[src/verilog/ipm_pkg.sv]
// Purpose: shared constants and types for the interrupt priority mask unit
// Assumes: 100 MHz system clock, 32-bit classic wishbone register bus
// Notes: vector numbers, register offsets and reset values live here
package ipm_pkg;
  localparam int IPM_NSRC = 19;
  localparam int IPM_VW = 6;
  // register byte offsets
  localparam logic [3:0] IPM_OFF_SYSCTL = 4'h0;
  localparam logic [3:0] IPM_OFF_PRIA = 4'h4;
  localparam logic [3:0] IPM_OFF_PRIB = 4'h8;
  localparam logic [3:0] IPM_OFF_ENABLE = 4'hC;
  // reset values
  localparam logic [7:0] IPM_PRI_RST = 8'h00;
  localparam logic [19:0] IPM_EN_RST = 20'h00000;
  localparam logic [1:0] IPM_SYSCTL_RST = 2'h2;
  // system control fields
  localparam int IPM_SYS_MODE_BIT = 1;
  localparam int IPM_SYS_EDGE_BIT = 0;
  // vector numbers
  localparam logic [5:0] IPM_VEC_NMI = 6'h07;
  // per source vector, in fixed tie-break order (index 0 wins)
  localparam logic [IPM_NSRC*6-1:0] IPM_VEC_TABLE = {
    6'h3C, 6'h3B, 6'h3A, 6'h39, 6'h38, 6'h37, 6'h36, 6'h35, 6'h34,
    6'h2A, 6'h29, 6'h28, 6'h26, 6'h25, 6'h24, 6'h11, 6'h10, 6'h0D, 6'h0C};
  // priority bit select per source: 0..2 prio a bits 7,6,4; 3.. prio b bits
  localparam logic [IPM_NSRC*4-1:0] IPM_GRP_TABLE = {
    4'h7, 4'h6, 4'h6, 4'h6, 4'h6, 4'h5, 4'h5, 4'h5, 4'h5,
    4'h4, 4'h4, 4'h4, 4'h3, 4'h3, 4'h3, 4'h2, 4'h2, 4'h1, 4'h0};
  typedef enum logic [1:0] {
    IPM_ST_IDLE = 2'b00,
    IPM_ST_OFFER = 2'b01,
    IPM_ST_ENTRY = 2'b11
  } ipm_state_t;
endpackage

[src/verilog/ipm_sel_if.sv]
`timescale 1ns/1ps
// Purpose: carries arbitration result from arbiter to controller
// Assumes: one clock domain
// Notes: sel_vec is registered inside the arbiter
interface ipm_sel_if;
  logic sel_valid;
  logic sel_level;
  logic [5:0] sel_vec;
  modport arb (output sel_valid, output sel_level, output sel_vec);
  modport ctl (input sel_valid, input sel_level, input sel_vec);
endinterface

[src/verilog/ipm_arbiter.sv]
`timescale 1ns/1ps
// Purpose: picks highest level, then lowest vector, among pending sources
// Assumes: req_i already gated by enables and masks
// Notes: result registered, one cycle latency
module ipm_arbiter
  import ipm_pkg::*;
#(
  parameter int NSRC = IPM_NSRC
) (
  input wire logic clk_i,
  input wire logic rst_i,
  input wire logic [NSRC-1:0] req_i,
  input wire logic [NSRC-1:0] lvl_i,
  ipm_sel_if.arb sel
);
  logic [NSRC-1:0] hi_req;
  logic [NSRC-1:0] use_req;
  logic any_hi;
  logic found;
  logic [5:0] pick;
  assign hi_req = req_i & lvl_i;
  assign any_hi = |hi_req;
  assign use_req = any_hi ? hi_req : req_i; // level 1 outranks level 0
  always_comb begin
    found = 1'b0;
    pick = 6'h00;
    for (int k = NSRC - 1; k >= 0; k--) begin
      if (use_req[k]) begin
        found = 1'b1;
        pick = IPM_VEC_TABLE[k*6 +: 6]; // ties go to the smaller vector
      end
    end
  end
  always_ff @(posedge clk_i) begin
    if (rst_i) begin
      sel.sel_valid <= 1'b0;
      sel.sel_level <= 1'b0;
      sel.sel_vec <= 6'h00;
    end else begin
      sel.sel_valid <= found;
      sel.sel_level <= any_hi;
      sel.sel_vec <= pick;
    end
  end
endmodule

[src/verilog/ipm_top.sv]
// Contract
// - timer 3 match a, match b, overflow use vectors 36-38 under prio b bit 7
// - timer 4 requests use 40-42 under prio b bit 6; 39, 43-51 reserved
// - serial 0 error, rx full, tx empty, tx end use 52-55, prio b bit 3
// - serial 1 uses 56-59 under bit 2; converter done uses 60 under bit 1
// - table address is vector times two, or times four in wide mode
// - mode bit 1 masks by i only; mode bit 0 masks by i and ui
// - nonmaskable request always accepted except during reset
// - a request reaches the arbiter only when its enable bit is set
// - highest level wins, ties broken by fixed vector order, others wait
// - mode 1: i set passes only nonmaskable; i clear passes selected request
// - mode 0 with i clear accepts any level regardless of ui
// - mode 0, i set, ui clear: nonmaskable and level 1 only
// - mode 0, i and ui set: only nonmaskable accepted
// - entry begins only after the current instruction completes
// - entry pushes pc and ccr; pushed pc is the return address
// - after saving in mode 1 the i bit is set
// - after saving in mode 0 both i and ui are set
// - table address of accepted request handed out to start the service routine
// - smaller vectors win by default; reset restores default order
// - nonmaskable uses vector 7 with selectable edge; pins 0,1,4,5 use 12,13,16,17
// - pins 0 and 1 own prio a bits 7 and 6; pins 4 and 5 share bit 4
//
// Purpose: interrupt arbitration and masking with vector hand-off to the cpu
// Assumes: all inputs synchronous to clk_i; cpu owns pc/ccr stacking
// Notes: registers on classic wishbone, byte offsets 0x0..0xC
`timescale 1ns/1ps
module ipm_top
  import ipm_pkg::*;
(
  input wire logic clk_i,
  input wire logic rst_i,
  // wishbone slave
  input wire logic wb_cyc_i,
  input wire logic wb_stb_i,
  input wire logic wb_we_i,
  input wire logic [3:0] wb_adr_i,
  input wire logic [3:0] wb_sel_i,
  input wire logic [31:0] wb_dat_i,
  output logic [31:0] wb_dat_o,
  output logic wb_ack_o,
  // sources
  input wire logic nonmaskable_pin_i,
  input wire logic [3:0] ext_irq_i,
  input wire logic timer3_match_a_request_i,
  input wire logic timer3_match_b_request_i,
  input wire logic timer3_overflow_request_i,
  input wire logic timer4_match_a_request_i,
  input wire logic timer4_match_b_request_i,
  input wire logic timer4_overflow_request_i,
  input wire logic serial0_error_request_i,
  input wire logic serial0_rx_full_request_i,
  input wire logic serial0_tx_empty_request_i,
  input wire logic serial0_tx_end_request_i,
  input wire logic serial1_error_request_i,
  input wire logic serial1_rx_full_request_i,
  input wire logic serial1_tx_empty_request_i,
  input wire logic serial1_tx_end_request_i,
  input wire logic converter_done_request_i,
  // cpu side
  input wire logic cpu_i_bit_i,
  input wire logic secondary_mask_bit_i,
  input wire logic insn_boundary_i,
  input wire logic entry_ack_i,
  input wire logic wide_addr_mode_i,
  output logic irq_req_o,
  output logic [5:0] irq_vec_o,
  output logic [15:0] irq_tbl_addr_o,
  output logic set_i_o,
  output logic set_ui_o
);
  ipm_sel_if sel_bus();
  ipm_state_t state_q, state_d;
  logic [1:0] sysctl_q;
  logic [7:0] pri_a_q;
  logic [7:0] pri_b_q;
  logic [19:0] enable_q;
  logic nmi_prev_q;
  logic nmi_pend_q;
  logic [31:0] rd_data;
  logic ack_q;
  logic mode_sel;
  logic nmi_edge;
  logic [8:0] grp_level;
  logic [IPM_NSRC-1:0] raw_req;
  logic [IPM_NSRC-1:0] en_req;
  logic [IPM_NSRC-1:0] lvl;
  logic [IPM_NSRC-1:0] pass_req;
  logic pass_lvl0;
  logic pass_lvl1;
  logic take_nmi;
  logic take_sel;
  logic offer_ok;
  logic [5:0] offer_vec;
  logic bus_req;
  logic bus_wr;

  assign mode_sel = sysctl_q[IPM_SYS_MODE_BIT];
  // nonmaskable edge picked by control bit
  assign nmi_edge = sysctl_q[IPM_SYS_EDGE_BIT] ? (nonmaskable_pin_i & ~nmi_prev_q)
                                                : (~nonmaskable_pin_i & nmi_prev_q);
  // groups: pin0, pin1, pin4/5, timer3, timer4, serial0, serial1, converter, spare
  assign grp_level = {1'b0, pri_b_q[1], pri_b_q[2], pri_b_q[3], pri_b_q[6], pri_b_q[7],
                      pri_a_q[4], pri_a_q[6], pri_a_q[7]};
  assign raw_req = {converter_done_request_i,
                    serial1_tx_end_request_i, serial1_tx_empty_request_i,
                    serial1_rx_full_request_i, serial1_error_request_i,
                    serial0_tx_end_request_i, serial0_tx_empty_request_i,
                    serial0_rx_full_request_i, serial0_error_request_i,
                    timer4_overflow_request_i, timer4_match_b_request_i,
                    timer4_match_a_request_i,
                    timer3_overflow_request_i, timer3_match_b_request_i,
                    timer3_match_a_request_i,
                    ext_irq_i}; // pins 0,1,4,5 as vectors 12,13,16,17
  assign en_req = raw_req & enable_q[IPM_NSRC-1:0];

  genvar g;
  generate
    for (g = 0; g < IPM_NSRC; g++) begin : g_lvl
      assign lvl[g] = grp_level[IPM_GRP_TABLE[g*4 +: 4]];
    end
  endgenerate

  // mask gating per level
  assign pass_lvl0 = ~cpu_i_bit_i;
  assign pass_lvl1 = mode_sel ? ~cpu_i_bit_i : ~(cpu_i_bit_i & secondary_mask_bit_i);
  assign pass_req = en_req & ((lvl & {IPM_NSRC{pass_lvl1}}) | (~lvl & {IPM_NSRC{pass_lvl0}}));

  // masked requests do not compete; gating before the arbiter keeps them pending
  ipm_arbiter #(
    .NSRC(IPM_NSRC)
  ) u_arb (
    .clk_i(clk_i),
    .rst_i(rst_i),
    .req_i(pass_req),
    .lvl_i(lvl),
    .sel(sel_bus.arb)
  );

  // the registered choice is rechecked against the live mask to avoid a stale accept
  assign take_nmi = nmi_pend_q;
  assign take_sel = sel_bus.sel_valid &
                    (sel_bus.sel_level ? pass_lvl1 : pass_lvl0);
  assign offer_ok = (take_nmi | take_sel) & insn_boundary_i;
  assign offer_vec = take_nmi ? IPM_VEC_NMI : sel_bus.sel_vec;

  always_comb begin
    state_d = state_q;
    case (state_q)
      IPM_ST_IDLE: begin
        if (offer_ok) begin
          state_d = IPM_ST_OFFER;
        end
      end
      IPM_ST_OFFER: begin
        if (entry_ack_i) begin
          state_d = IPM_ST_ENTRY;
        end
      end
      IPM_ST_ENTRY: begin
        state_d = IPM_ST_IDLE;
      end
      default: begin
        state_d = IPM_ST_IDLE;
      end
    endcase
  end

  always_ff @(posedge clk_i) begin
    if (rst_i) begin
      state_q <= IPM_ST_IDLE;
      irq_req_o <= 1'b0;
      irq_vec_o <= 6'h00;
      irq_tbl_addr_o <= 16'h0000;
      set_i_o <= 1'b0;
      set_ui_o <= 1'b0;
    end else begin
      state_q <= state_d;
      set_i_o <= 1'b0;
      set_ui_o <= 1'b0;
      if (state_q == IPM_ST_IDLE && offer_ok) begin
        irq_req_o <= 1'b1;
        irq_vec_o <= offer_vec;
        // low 16 bits of the table entry address
        irq_tbl_addr_o <= wide_addr_mode_i ? {8'h00, offer_vec, 2'b00} : {9'h000, offer_vec, 1'b0};
      end
      if (state_q == IPM_ST_OFFER && entry_ack_i) begin
        irq_req_o <= 1'b0;
        // cpu stacks pc and ccr on this pulse, then loads the mask
        set_i_o <= 1'b1;
        set_ui_o <= ~mode_sel;
      end
    end
  end

  // nonmaskable latch: edge sets, entry on vector 7 clears; set wins over clear
  always_ff @(posedge clk_i) begin
    if (rst_i) begin
      nmi_prev_q <= 1'b0;
      nmi_pend_q <= 1'b0; // reset drops it
    end else begin
      nmi_prev_q <= nonmaskable_pin_i;
      if (nmi_edge) begin
        nmi_pend_q <= 1'b1;
      end else if (state_q == IPM_ST_OFFER && entry_ack_i && irq_vec_o == IPM_VEC_NMI) begin
        nmi_pend_q <= 1'b0;
      end
    end
  end

  // wishbone slave, one wait cycle, unmapped reads give zero
  assign bus_req = wb_cyc_i & wb_stb_i & ~ack_q;
  assign bus_wr = bus_req & wb_we_i & wb_sel_i[0];
  assign rd_data = (wb_adr_i == IPM_OFF_SYSCTL) ? {30'h00000000, sysctl_q} :
                   (wb_adr_i == IPM_OFF_PRIA) ? {24'h000000, pri_a_q} :
                   (wb_adr_i == IPM_OFF_PRIB) ? {24'h000000, pri_b_q} :
                   (wb_adr_i == IPM_OFF_ENABLE) ? {12'h000, enable_q} : 32'h00000000;

  always_ff @(posedge clk_i) begin
    if (rst_i) begin
      ack_q <= 1'b0;
      wb_ack_o <= 1'b0;
      wb_dat_o <= 32'h00000000;
      sysctl_q <= IPM_SYSCTL_RST;
      pri_a_q <= IPM_PRI_RST; // default order after reset
      pri_b_q <= IPM_PRI_RST;
      enable_q <= IPM_EN_RST;
    end else begin
      ack_q <= bus_req;
      wb_ack_o <= bus_req;
      wb_dat_o <= rd_data;
      if (bus_wr && wb_adr_i == IPM_OFF_SYSCTL) begin
        sysctl_q <= wb_dat_i[1:0];
      end
      if (bus_wr && wb_adr_i == IPM_OFF_PRIA) begin
        pri_a_q <= wb_dat_i[7:0];
      end
      if (bus_wr && wb_adr_i == IPM_OFF_PRIB) begin
        pri_b_q <= wb_dat_i[7:0];
      end
      if (bus_req && wb_we_i && wb_adr_i == IPM_OFF_ENABLE) begin
        if (wb_sel_i[0]) begin
          enable_q[7:0] <= wb_dat_i[7:0];
        end
        if (wb_sel_i[1]) begin
          enable_q[15:8] <= wb_dat_i[15:8];
        end
        if (wb_sel_i[2]) begin
          enable_q[19:16] <= wb_dat_i[19:16];
        end
      end
    end
  end
endmodule

[config.mk]
export PLATFORM = sky130hd
export DESIGN_NAME = ipm_top
export DESIGN_NICKNAME = d
export VERILOG_FILES = /design/src/verilog/ipm_pkg.sv /design/src/verilog/ipm_sel_if.sv /design/src/verilog/ipm_arbiter.sv /design/src/verilog/ipm_top.sv
export SDC_FILE = /design/constraint.sdc
export NUM_CORES = 1
export LEC_CHECK = 0
export ABC_CLOCK_PERIOD_IN_PS = 2800
export BUFFER_PORTS_ARGS = -buffer_cell sky130_fd_sc_hd__clkbuf_2
export CAP_MARGIN = 20
export CORE_UTILIZATION = 51
export CTS_CLUSTER_DIAMETER = 60
export CTS_CLUSTER_SIZE = 12
export DETAILED_ROUTE_END_ITERATION = 10
export PLACE_DENSITY = 0.85
export SLEW_MARGIN = 0
export SYNTH_ARGS = -nofsm -noshare
export SYNTH_HDL_FRONTEND = slang
export SYNTH_SLANG_ARGS = --single-unit
[constraint.sdc]
create_clock -name clk_i -period 2.8 [get_ports clk_i]
set_input_delay 0.56 -clock clk_i [delete_from_list [all_inputs] [get_ports clk_i]]
set_output_delay 0.56 -clock clk_i [all_outputs]
set_load 0.01 [all_outputs]
# Word level (Yosys, flattened, before mapping)
# Index checks and enable logic that the tools add are counted.
[op_classes] n_addsub=0 multipliers=0 n_div=0 order_cmp=0 n_eq_ne=7 n_shift=0 n_mux=54 n_bitwise=25 n_reduce_logical=25
[op_table] op="6-bit two-way mux" count=16
[op_table] op="19-bit AND" count=5
[op_table] op="8-bit two-way mux" count=4
[op_table] op="1-bit two-way mux" count=25
[op_table] op="19-bit two-way mux" count=1
[op_table] op="19-bit NOT" count=1
[op_table] op="19-bit OR" count=1
[op_table] op="19-bit OR reduction" count=1
[op_table] op="5-bit two-way mux" count=2
[op_table] op="5-bit OR reduction" count=2
[op_table] op="1-bit AND" count=9
[op_table] op="4-bit equality test, second input constant" count=2
[op_table] op="1-bit logical AND" count=8
[op_table] op="4-bit two-way mux" count=2
[op_table] op="1-bit NOT" count=8
[op_table] op="2-bit AND reduction" count=4
[op_table] op="2-bit OR reduction" count=4
[op_table] op="7-bit OR reduction" count=1
[op_table] op="6-bit by 3-bit equality test with 1-bit output, second input constant" count=1
[op_table] op="2-bit two-way mux" count=3
[op_table] op="4-bit by 3-bit equality test with 1-bit output, second input constant" count=1
[op_table] op="4-bit zero test" count=1
[op_table] op="2-bit != test, second input constant" count=2
[op_table] op="2-bit one-hot mux with 2 select lines" count=1
[op_table] op="other kinds (6)" count=6
[word_totals] register_bits=108 latchBits=0 mem_bits_rw=0 romBits=0 in_bits=70 out_inout_bits=58 memories=0

# Longest topological paths before layout
# Gate-level depths: netlist (run 1).
[logic_depth] word_depth=28 mapped_depth=8

# Cells and area by module
# A second synthesis (run 1) with hierarchy kept.
[hier_totals] cells_unflattened=516 hier_area_um2=4670.7
[by_module_without_submodules] module="ipm_top" n_inst=1 cells_each=388 area_each_um2=3717.3
[by_module_without_submodules] module="ipm_arbiter" n_inst=1 cells_each=128 area_each_um2=953.4

# Least setup slack after synthesis (run 1)
# Ideal clock, no wire load.
[synth_path] path_kind="input to register" start="in timer3_match_a_request_i" end="reg u_arb.sel.sel_vec[0]" setup_ns=0.130 arrival_ns=1.996 required_time_ns=2.670 path_slack_ns=0.674 path_stages=7 path_cell_list="a222oi_1 nand2b_2 nand4_4 a2bb2oi_2 o2111a_1 o211ai_2 a221oi_2"
[synth_via] elab_chain_cells=22 word_cells_on_any_way=23 classes_between="mux (18); bitwise (3); reduce/logical (2)"
[synth_lines] item="start, declared" line="ipm_top.sv:45" rtl="input wire logic timer3_match_a_request_i,"
[synth_lines] item="19-bit AND *" line="ipm_top.sv:115" rtl="assign en_req = raw_req & enable_q[IPM_NSRC-1:0];"
[synth_lines] item="19-bit AND *" line="ipm_top.sv:127" rtl="assign pass_req = en_req & ((lvl & {IPM_NSRC{pass_lvl1}}) | (~lvl & {IPM_NSRC{pass_lvl0}}));"
[synth_lines] item="19-bit AND" line="ipm_arbiter.sv:21" rtl="assign hi_req = req_i & lvl_i;"
[synth_lines] item="19-bit OR reduction" line="ipm_arbiter.sv:22" rtl="assign any_hi = |hi_req;"
[synth_lines] item="19-bit two-way mux *" line="ipm_arbiter.sv:23" rtl="assign use_req = any_hi ? hi_req : req_i;"
[synth_lines] item="6-bit two-way mux (14 in series)" line="ipm_arbiter.sv:28" rtl="if (use_req[k]) begin"
[synth_lines] item="5-bit two-way mux (2 in series)" line="ipm_arbiter.sv:28"
[synth_lines] item="4-bit two-way mux" line="ipm_arbiter.sv:28"
[synth_lines] item="end signal, assigned" line="ipm_arbiter.sv:42" rtl="sel.sel_vec <= pick;"
[synth_lines] item="end, declared" line="ipm_sel_if.sv:9" rtl="modport arb (output sel_valid, output sel_level, output sel_vec);"
# Mark *: on every way between the ends. The rest lies on a longest branch, timed or not.
# A chain may end at the register's enable or synchronous reset.

# Worst setup path after layout (run 1)
[layout_path] start="reg enable_q[2]" end="reg u_arb.sel.sel_vec[0]"
[layout_via] elab_chain_cells=22 word_cells_on_any_way=23 classes_between="mux (18); bitwise (3); reduce/logical (2)"
[layout_lines] item="start, declared" line="ipm_top.sv:77" rtl="logic [19:0] enable_q;"
[layout_lines] item="start signal, assigned" line="ipm_top.sv:243" rtl="enable_q[7:0] <= wb_dat_i[7:0];"
[layout_lines] item="19-bit AND *" line="ipm_top.sv:115"
[layout_lines] item="19-bit AND *" line="ipm_top.sv:127"
[layout_lines] item="19-bit AND" line="ipm_arbiter.sv:21"
[layout_lines] item="19-bit OR reduction" line="ipm_arbiter.sv:22"
[layout_lines] item="19-bit two-way mux *" line="ipm_arbiter.sv:23"
[layout_lines] item="6-bit two-way mux (14 in series)" line="ipm_arbiter.sv:28"
[layout_lines] item="5-bit two-way mux (2 in series)" line="ipm_arbiter.sv:28"
[layout_lines] item="4-bit two-way mux" line="ipm_arbiter.sv:28"
# Marked as above.

==> impl_metrics.yaml, run 1 <==
detailed_routing:
  via_per_inst: 5.51
  via_count: 3723
  wl_per_cell_um: 15.0
  drt_first_pass_iters: 6
  drtIter0Drc: 195
  postRouteAntennaNets: 0
  wl_um: 10200
  drc: 0
timing:
  timing.final.crit_share_pct: 76.3
  skew_ns: 0.0173
  fmax_mhz: 468
  grt_setup_unrepaired: "false"
  hold_violations: 0
  setup_tns_ns: 0
  period_needed_ns: 2.14
  slew_viol_final: 0
  worst_pin_slew_ns: 0.810
  setup_violations: 0
  slew_headroom_pct: 45.8
synthesis:
  synth_compound_area_share_pct: 20.4
  synth_adder_area_share_pct: 0
  synth_mux_area_share_pct: 5.24
  synthXorXnorAreaFrac_pct: 0
  yosysUniqueCellTypes: 61
  synth.avg_cell_area_sq_um: 8.31
  ys_ff_latch: 87
  synthSimpleGateAreaFrac_pct: 24.4
  synth_area_sq_um: 4020
  synth_top_area_cell: "dfxtp_1"
  synthTopCellsByArea: "dfxtp_1, nand2_1, a21oi_1"
  syn_inst: 483
  ys_warn_count: 0
  async_flop_share_pct: 0
  synth-edff-count: 0
  synth_top_area_share_pct: 43.4
  synth_top_family_by_area: "simple AND/OR/NAND/NOR gates"
  ys.flop_type: "dfxtp_1"
  ys_seq_area_share_pct: 43.4
critical_path:
  crit_type: "reg -> reg"
  start_kind: "flip-flop"
  cp.buffers_inverters: 0
  cpPeakStageDelay_ns: 0.35
  arrival_ns: 2.36
  worst_ep_required_time_ns: 3.03
  cpLargestDelayFamily: "compound AO/OA/AOI/OAI gates"
  slowest_stage: "dfxtp_1"
  path_max_fanout: 7
  end_kind: "flip-flop"
  cp_cell_sequence: "a22o_1 -> a221oi_4 -> nand4_4 -> a2bb2oi_2 -> o2111a_1 -> o211ai_2 -> a221oi_2"
floorplan:
  initial_core_util_pct: 53.9
  core_region_area_sq_um: 7450
  die_area_sq_um: 8230
  ioPinCount: 128
  chipHeight_um: 90.7
  rows: 31
  chipWidth_um: 90.7
power_and_ir_drop:
  seq_power_share_pct: 50.8
  p_per_area_nw_per_um2: 520
  p_clk_share_pct: 43.0
  switchingPower_w: 0.000571
  ir_worst_vdd_mv: 0.383
  p_leak_nw: 1.88
  netSwitchingFraction_pct: 23.2
  pwr-share-comb_pct: 6.2
  internal-power_w: 0.00189
placed_design:
  io_buffers: 93
  gp_congestion: 0.939
  dp_hpwl_um: 7750
  place_area_sq_um: 4490
cells_and_area:
  antenna_cells: 0
  drive_gt1_share_pct: 25.0
  mostFrequentLayoutCells: "nand2_1, clkbuf_2, dfxtp_1"
  fin_nets: 642
  finish.utilization_pct: 63.6
  synthToLayoutAreaGrowth_pct: 18.0
  final_area_sq_um: 4740
  final_common_cell: "nand2_1"
  nFillCells: 674
  multi_input_area_sq_um: 2090
  regArea_sq_um: 1740
clocking:
  h-tree-depth: 3
  hold_buffers: 0
  clock_latency_ns: 0.37
  cts_num_sinks: 87
  postCtsSetupBuffers: 0
  cts_buffers: 9
  clkSlewWorstSetupHoldPaths_ns: 0.09
  clk_path_buf_depth: 2
  cts_root_buf: "clkbuf_8"
  cts_tree: "yes"
  cts_resized: 0
global_routing:
  gr-total-overflow: 0
  grt_first_pass_wirelength_um: 16200
  antenna_found_initial: 0
  grt_use_met1_pct: 30.4
  top_usage_layer: "met2"
  grt_pass1_vias: 3429
  grtUsageMet2_pct: 42.2
  grtUsageMet3_pct: 5.81
  grtUsageTotal_pct: 24.8
  grt_max_degree: 38
worst_hold_path:
  min_path_type: "in -> reg"
flow_run:
  max_cap_violations: 0
run_status:
  status: "complete, no violations"
-- final cells by class --
type                    count  area share [%]
multi-input cells         369            44.0
flip-flops and latches     87            36.8
repair buffers            101            11.1
clock buffers               9            2.61
well taps                  99            2.61
clock inverters             7            2.56
inverters                   4           0.317
-- worst reg2reg max path, delay by kind of cell (launching register included) --
family | cells | cell delay (ns)
flops | 1 | 0.35
compound gates | 6 | 1.44
simple gates | 1 | 0.20
-- stage by stage --
step	setup WS, ns	power [W]	std cells	hold WS [ns]
6_report	0.665	0.00247	676	0.412
3_5_place_dp	0.352	0.00143	660	0.452
3_3_place_gp	0.374	0.00143	660	0.435
5_1_grt	0.541	0.00254	676	0.407
2_1_floorplan	0.674	0.00138	503	0.427
4_1_cts	0.688	0.00247	676	0.406
-- cells by family (layout without fill, tap and decap cells) --
logic type | count (synthesis) | in the layout
muxes | 18 | 18
other | 1 | 21
and+or+nand+nor | 210 | 210
buffers and inverters | 47 | 121
DFF | 87 | 87
AOI/OAI and AO/OA | 120 | 120
-- worst paths after layout --
check,start,to,slack [ns],cells past startpoint
worst max register to register,enable_q[2],u_arb.sel.sel_vec[0],0.66,7
worst min-delay path,wb_dat_i[14],enable_q[14],0.41,3
worst max-delay path,enable_q[2],u_arb.sel.sel_vec[0],0.66,7
worst min register to register,irq_tbl_addr_o[7],irq_tbl_addr_o[7],0.47,2
-- registers in the layout, summed over array words and instances, names as in the netlist --
name / flops
wb_dat_o: 20
u_arb.sel.sel_valid: 1
set_i_o: 1
u_arb.sel.sel_level: 1
irq_tbl_addr_o: 7
set_ui_o: 1
sysctl_q: 2
u_arb.sel.sel_vec: 6
nmi_pend_q: 1
ack_q: 1
enable_q: 20
irq_req_o: 1
pri_b_q: 8
state_q: 2
pri_a_q: 8
nmi_prev_q: 1
irq_vec_o: 6
-- power groups by stage --
stage | Combinational [W] | Clock (W) | Sequential (W)
detailed placement | 0.000151 | 0 | 0.00128
global route | 0.000168 | 0.00112 | 0.00125
finish | 0.000153 | 0.00106 | 0.00125
floorplan | 0.000102 | 0 | 0.00128
CTS | 0.000151 | 0.00107 | 0.00125
global placement | 0.000149 | 0 | 0.00128
-- Yosys cell counts, types with 2 or more instances --
master / number
a2111oi_0: 2
a211oi_1: 2
a21oi_1: 51
a21oi_2: 2
a22o_1: 2
a22o_2: 2
a22oi_1: 11
a31oi_1: 2
a32oi_1: 3
and2_1: 16
and2_2: 2
and4_2: 2
buf_2: 2
buf_4: 22
clkbuf_1: 19
dfxtp_1: 87
inv_1: 4
mux2_2: 4
mux2i_1: 12
mux4_2: 2
nand2_1: 101
nand2b_1: 2
nand3_1: 10
nand3b_1: 2
nand4b_1: 2
nor2_1: 41
nor2b_1: 9
nor3_1: 11
nor3b_1: 2
o2111a_1: 2
o211a_1: 3
o211ai_1: 2
o21a_1: 2
o21ai_0: 12
o21ai_1: 3
o22ai_1: 4
or3_1: 2
-- layer usage --
layer / up-vias / routed length [um]
met2: 152 / 4940
met5: - / 0
met1: 1735 / 4330
met4: 0 / 187
met3: 15 / 709
li1: 1821 / -
(Power assumes the default switching activity.)
==> run 2, diff against run 1 <==
- ABC_CLOCK_PERIOD_IN_PS: 2800 -> 1750
- CORE_UTILIZATION: 51 -> 46
- PLACE_DENSITY: 0.85 -> 0.81
- clock period: 2.8 -> 1.75 ns (I/O delays scaled with it)
==> run 2 against run 1 <==
Sequential power is 60% higher; sequential cell count stayed put; global-route usage is 1.3 points higher; non-clock buffer count is 77 higher; die area is 11% higher; critical path depth is 1 higher; hold slack worse by 0.21 ns; first-iteration DRC count is 27% higher; combinational power is 100% higher; critical path type unchanged; sequential share of layout area is 4.7 points lower; the run now ends with setup timing left; clock-buffer cell count stayed put.
==> impl_metrics.yaml, run 2 (synthesized netlist as in run 1, its figures left out) <==
run_status:
  status: "finished, violations left"
  violations: "setup timing"
critical_path:
  cp_cell_sequence: "a22o_4 -> a221oi_4 -> nand4_4 -> buf_6 -> nor2_4 -> a22oi_1 -> nor3b_2 -> a31oi_1"
  end_kind: "flip-flop"
  worst_ep_required_time_ns: 2.05
  arrival_ns: 2.29
  start_kind: "flip-flop"
  cpPeakStageDelay_ns: 0.34
  slowest_stage: "dfxtp_2"
  crit_type: "reg -> reg"
  path_max_fanout: 5
flow_run:
  max_cap_violations: 0
timing:
  timing.final.crit_share_pct: 114
  worst_pin_slew_ns: 0.544
  slew_viol_final: 0
  grt_setup_unrepaired: "true"
  fmax_mhz: 501
  period_needed_ns: 2.00
  whs_ns: 0.205
  slew_headroom_pct: 63.5
  hold_violations: 0
  setup_violations: 7
  skew_ns: 0.0104
  worst_slack_ns: -0.247
floorplan:
  initial_core_util_pct: 48.1
  chipHeight_um: 95.4
  chipWidth_um: 95.4
  die_area_sq_um: 9110
  core_region_area_sq_um: 8340
  rows: 33
  ioPinCount: 128
global_routing:
  gr-total-overflow: 0
  grtUsageTotal_pct: 26.1
  grt_first_pass_wirelength_um: 18000
  grtUsageMet3_pct: 4.47
  top_usage_layer: "met2"
  grt_max_degree: 33
  grt_pass1_vias: 3841
  grt_use_met1_pct: 31.9
  antenna_found_initial: 0
  grtUsageMet2_pct: 44.5
cells_and_area:
  final_common_cell: "nand2_1"
  antenna_cells: 0
  fin_nets: 719
  mostFrequentLayoutCells: "nand2_1, clkbuf_2, dfxtp_1"
  drive_gt1_share_pct: 37.5
  finish.utilization_pct: 65.3
  top_regs: "enable_q: 20 flops, wb_dat_o: 20 flops"
  nFillCells: 742
  synthToLayoutAreaGrowth_pct: 35.6
  final_area_sq_um: 5450
detailed_routing:
  drt_first_pass_iters: 5
  wl_um: 11500
  via_count: 4033
  wl_per_cell_um: 15.2
  via_per_inst: 5.31
  drc: 0
  postRouteAntennaNets: 0
  drtIter0Drc: 248
clocking:
  cts_buffers: 9
  clock_latency_ns: 0.37
  cts_root_buf: "clkbuf_8"
  clkSlewWorstSetupHoldPaths_ns: 0.10
  clk_path_buf_depth: 2
  cts_tree: "yes"
  h-tree-depth: 3
  hold_buffers: 0
  cts_num_sinks: 87
placed_design:
  place_area_sq_um: 5050
  gp_congestion: 0.981
  io_buffers: 93
  pre_cts_ws_ns: -0.363
  dp_hpwl_um: 8730
power_and_ir_drop:
  p_total_w: 0.00376
  ir_worst_vdd_mv: 0.442
  pwr-share-comb_pct: 8.2
  internal-power_w: 0.00279
  p_per_area_nw_per_um2: 691
  p_leak_nw: 2.29
  seq_power_share_pct: 53.3
  switchingPower_w: 0.000968
  p_clk_share_pct: 38.5
  netSwitchingFraction_pct: 25.7
worst_hold_path:
  min_path_type: "in -> reg"
-- run 2: layout make-up --
| type | instances | area (sq um) | share of cell area (%) |
|---|---|---|---|
| clock buffer | 9 | 124 | 2.27 |
| timing repair buffer | 178 | 1120 | 20.7 |
| sequential | 87 | 1750 | 32.1 |
| tap | 105 | 131 | 2.41 |
| clock inverter | 7 | 80.1 | 1.47 |
| inverter | 4 | 15.0 | 0.276 |
| multi-input combinational | 369 | 2220 | 40.8 |
-- run 2: timing repair --
action / in CTS / in global routing
gates resized for setup: 15 / 21
setup endpoints to repair: 18 / 22
cloned: 1 / 0
buffers inserted: 7 / 3
pin swaps: 6 / 10
hold endpoints to repair: 0 / 0
-- run 2: power groups by stage --
| stage | combinational [W] | clock, W | sequential [W] |
|---|---|---|---|
| after floorplan | 0.000166 | 0 | 0.00205 |
| after global placement | 0.000281 | 0 | 0.00205 |
| after detailed placement | 0.000285 | 0 | 0.00205 |
| after CTS | 0.000298 | 0.00147 | 0.00200 |
| after global routing | 0.000334 | 0.00155 | 0.00201 |
| final | 0.000308 | 0.00145 | 0.00200 |
-- run 2: final timing paths --
check | cells after the start | endpoint | slack, ns | from
min | 3 | enable_q[13] | 0.21 | wb_dat_i[13]
min reg2reg | 2 | enable_q[19] | 0.45 | enable_q[19]
max reg2reg | 8 | u_arb.sel.sel_valid | -0.25 | enable_q[2]
max | 8 | u_arb.sel.sel_valid | -0.25 | enable_q[2]
-- run 2: routing by layer --
metal  vias up  part of all wire (%)
li1       1975                     -
met1      1851                    42
met2       173                    49
met3        34                   6.0
met4         0                   3.5
met5         -                     0
-- run 2: worst max-delay path: cells and delay by family (launching register included) --
family / cells / cell delay, ns
AND/OR/NAND/NOR: 3 / 0.52
AO/OA/AOI/OAI: 4 / 0.89
flip-flops: 1 / 0.34
buffers and inverters: 1 / 0.18
-- run 2: through the flow --
| stage | instances | TNS (ns) |
|---|---|---|
| after global routing | 759 | -2.70 |
| final | 759 | -1.22 |
| after CTS | 756 | -1.25 |
| after floorplan | 503 | -0.353 |
| after detailed placement | 733 | -3.16 |
| after global placement | 733 | -2.51 |
==> run 3, diff against run 2 <==
- BUFFER_PORTS_ARGS: -buffer_cell sky130_fd_sc_hd__clkbuf_2 -> -buffer_cell sky130_fd_sc_hd__buf_2
- CELL_PAD_IN_SITES_DETAIL_PLACEMENT: unset -> 2
- CELL_PAD_IN_SITES_GLOBAL_PLACEMENT: unset -> 2
- CORE_UTILIZATION: 46 -> 26
==> run 3 against run 2 <==
The run still ends with setup timing left; maximum frequency down 2.3%; highest routed layer unchanged; total power up 15%; sequential power about the same; critical endpoint is now u_arb.sel.sel_vec[0]; clock power up 37%; clock skew down 0.0012 ns.
==> impl_metrics.yaml, run 3 (synthesized netlist as in run 1, its figures left out) <==
run_status:
  status: "finished, violations left"
  violations: "setup timing"
timing:
  period_needed_ns: 2.04
  hold_violations: 0
  slew_headroom_pct: 66.1
  timing.final.crit_share_pct: 117
  worst_pin_slew_ns: 0.507
  grt_setup_unrepaired: "true"
  skew_ns: 0.00920
  slew_viol_final: 0
  fmax_mhz: 489
  setup_violations: 7
  worst_slack_ns: -0.294
worst_hold_path:
  min_path_type: "in -> reg"
  whs_endpoint: "nmi_prev_q"
  hold_depth: 2
  hold_start: "nonmaskable_pin_i"
detailed_routing:
  wl_per_cell_um: 18.6
  via_per_inst: 4.86
  wl_um: 15600
  drc: 0
  via_count: 4081
  postRouteAntennaNets: 0
  drtIter0Drc: 84
  drt_first_pass_iters: 4
floorplan:
  initial_core_util_pct: 26.5
  chipWidth_um: 126
  chipHeight_um: 126
  rows: 45
  ioPinCount: 128
  core_region_area_sq_um: 15100
  die_area_sq_um: 15900
power_and_ir_drop:
  seq_power_share_pct: 46.4
  p_clk_share_pct: 46.0
  ir_worst_vdd_mv: 0.494
  p_total_w: 0.00432
  p_leak_nw: 2.35
  internal-power_w: 0.00324
  p_per_area_nw_per_um2: 770
  switchingPower_w: 0.00108
  pwr-share-comb_pct: 7.6
  netSwitchingFraction_pct: 25.0
flow_run:
  max_cap_violations: 0
critical_path:
  path_max_fanout: 6
  cp_cell_sequence: "a222oi_1 -> nand2b_4 -> nand4_4 -> a2bb2oi_2 -> o2111a_1 -> o211ai_2 -> a221oi_2"
  end_kind: "flip-flop"
  arrival_ns: 2.28
  r2r_setup_slack_ns: -0.29
  reg2reg_to: "u_arb.sel.sel_vec[0]"
  cpPeakStageDelay_ns: 0.44
  worst_ep_required_time_ns: 1.99
  slowest_stage: "a222oi_1"
  r2r.worst_path.cells: 7
  start_kind: "flip-flop"
  crit_type: "reg -> reg"
  reg2reg_from: "enable_q[4]"
cells_and_area:
  drive_gt1_share_pct: 36.3
  finish.utilization_pct: 37.1
  antenna_cells: 0
  mostFrequentLayoutCells: "nand2_1, buf_2, dfxtp_1"
  final_common_cell: "nand2_1"
  synthToLayoutAreaGrowth_pct: 39.8
  fin_nets: 716
  final_area_sq_um: 5610
  top_regs: "enable_q: 20 flops, wb_dat_o: 20 flops"
placed_design:
  gp_congestion: 0.891
  dp_hpwl_um: 12000
  pre_cts_ws_ns: -0.468
  place_area_sq_um: 5180
  io_buffers: 93
global_routing:
  grt_max_degree: 32
  antenna_found_initial: 0
  gr-total-overflow: 0
  grt_pass1_vias: 4558
  grtUsageTotal_pct: 20.6
  grt_first_pass_wirelength_um: 25000
clocking:
  cts_tree: "yes"
  cts_buffers: 9
  clock_latency_ns: 0.36
  h-tree-depth: 3
  hold_buffers: 0
  cts_root_buf: "clkbuf_16"
  clk_path_buf_depth: 2
  cts_num_sinks: 87
  clkSlewWorstSetupHoldPaths_ns: 0.07
run 3: changes by cell type in the layout (fill, tap and decap cells not counted), moves of 3 or more:
cell and change:
clkbuf_2 -93, buf_2 +92, clkbuf_16 +9, clkbuf_8 -9
buf_4 -3
run 3: area by class of cell:
cell class	instances	area, sq um
clock inverter	6	67.6
clock buffer	10	229
sequential	87	1740
timing repair buffer	175	1130
inverter	4	15.0
tap	188	235
fill	1738	9530
multi-input combinational	369	2190
run 3: metrics by stage:
step	TNS, ns	hold WS [ns]	instances
after floorplan	-0.353	0.427	503
after global placement	-2.40	0.437	818
after detailed placement	-4.68	0.451	818
after CTS	-1.53	0.235	835
after global routing	-2.46	0.249	839
final	-1.82	0.241	839
run 3: worst max path at each step:
stage | from | end | slack [ns] | depth (start not counted)
after global placement | ext_irq_i[2] | u_arb.sel.sel_vec[0] | -0.35 | 8
after global routing | enable_q[4] | u_arb.sel.sel_vec[0] | -0.36 | 7
after CTS | enable_q[4] | u_arb.sel.sel_vec[0] | -0.24 | 7
after detailed placement | timer3_match_a_request_i | u_arb.sel.sel_vec[0] | -0.47 | 8
final | enable_q[4] | u_arb.sel.sel_vec[0] | -0.29 | 7
after floorplan | ext_irq_i[2] | u_arb.sel.sel_vec[0] | -0.16 | 7
run 3: per-layer routing:
layer / track usage, % / part of all wire (%) / vias to the layer above / wire length, um
met3: 3.10 / 3.1 / 14 / 485
met5: 0 / 0 / - / 0
li1: - / - / 1969 / -
met1: 24.1 / 42 / 2004 / 6630
met4: 7.44 / 1.3 / 0 / 204
met2: 37.6 / 53 / 94 / 8290
run 3: worst max-delay path, delay by kind of cell, from the launching register on:
family             cells  cell delay [ns]
DFF                    1             0.33
AOI/OAI and AO/OA      5             1.20
and+or+nand+nor        2             0.41
run 3: power groups by stage:
| stage | combinational [W] | clock [W] | sequential [W] |
|---|---|---|---|
| 4_1_cts | 0.000316 | 0.00203 | 0.00200 |
| 5_1_grt | 0.000357 | 0.00212 | 0.00201 |
| 2_1_floorplan | 0.000166 | 0 | 0.00205 |
| 3_3_place_gp | 0.000298 | 0 | 0.00205 |
| 6_report | 0.000328 | 0.00199 | 0.00200 |
| 3_5_place_dp | 0.000309 | 0 | 0.00205 |
run 3: repair_timing:
action / 4_1_cts / 5_1_grt
setup buffers: 1 / 3
pin swaps: 8 / 7
gates cloned: 0 / 1
gates resized for setup: 15 / 11
endpoints found under the setup margin: 12 / 15
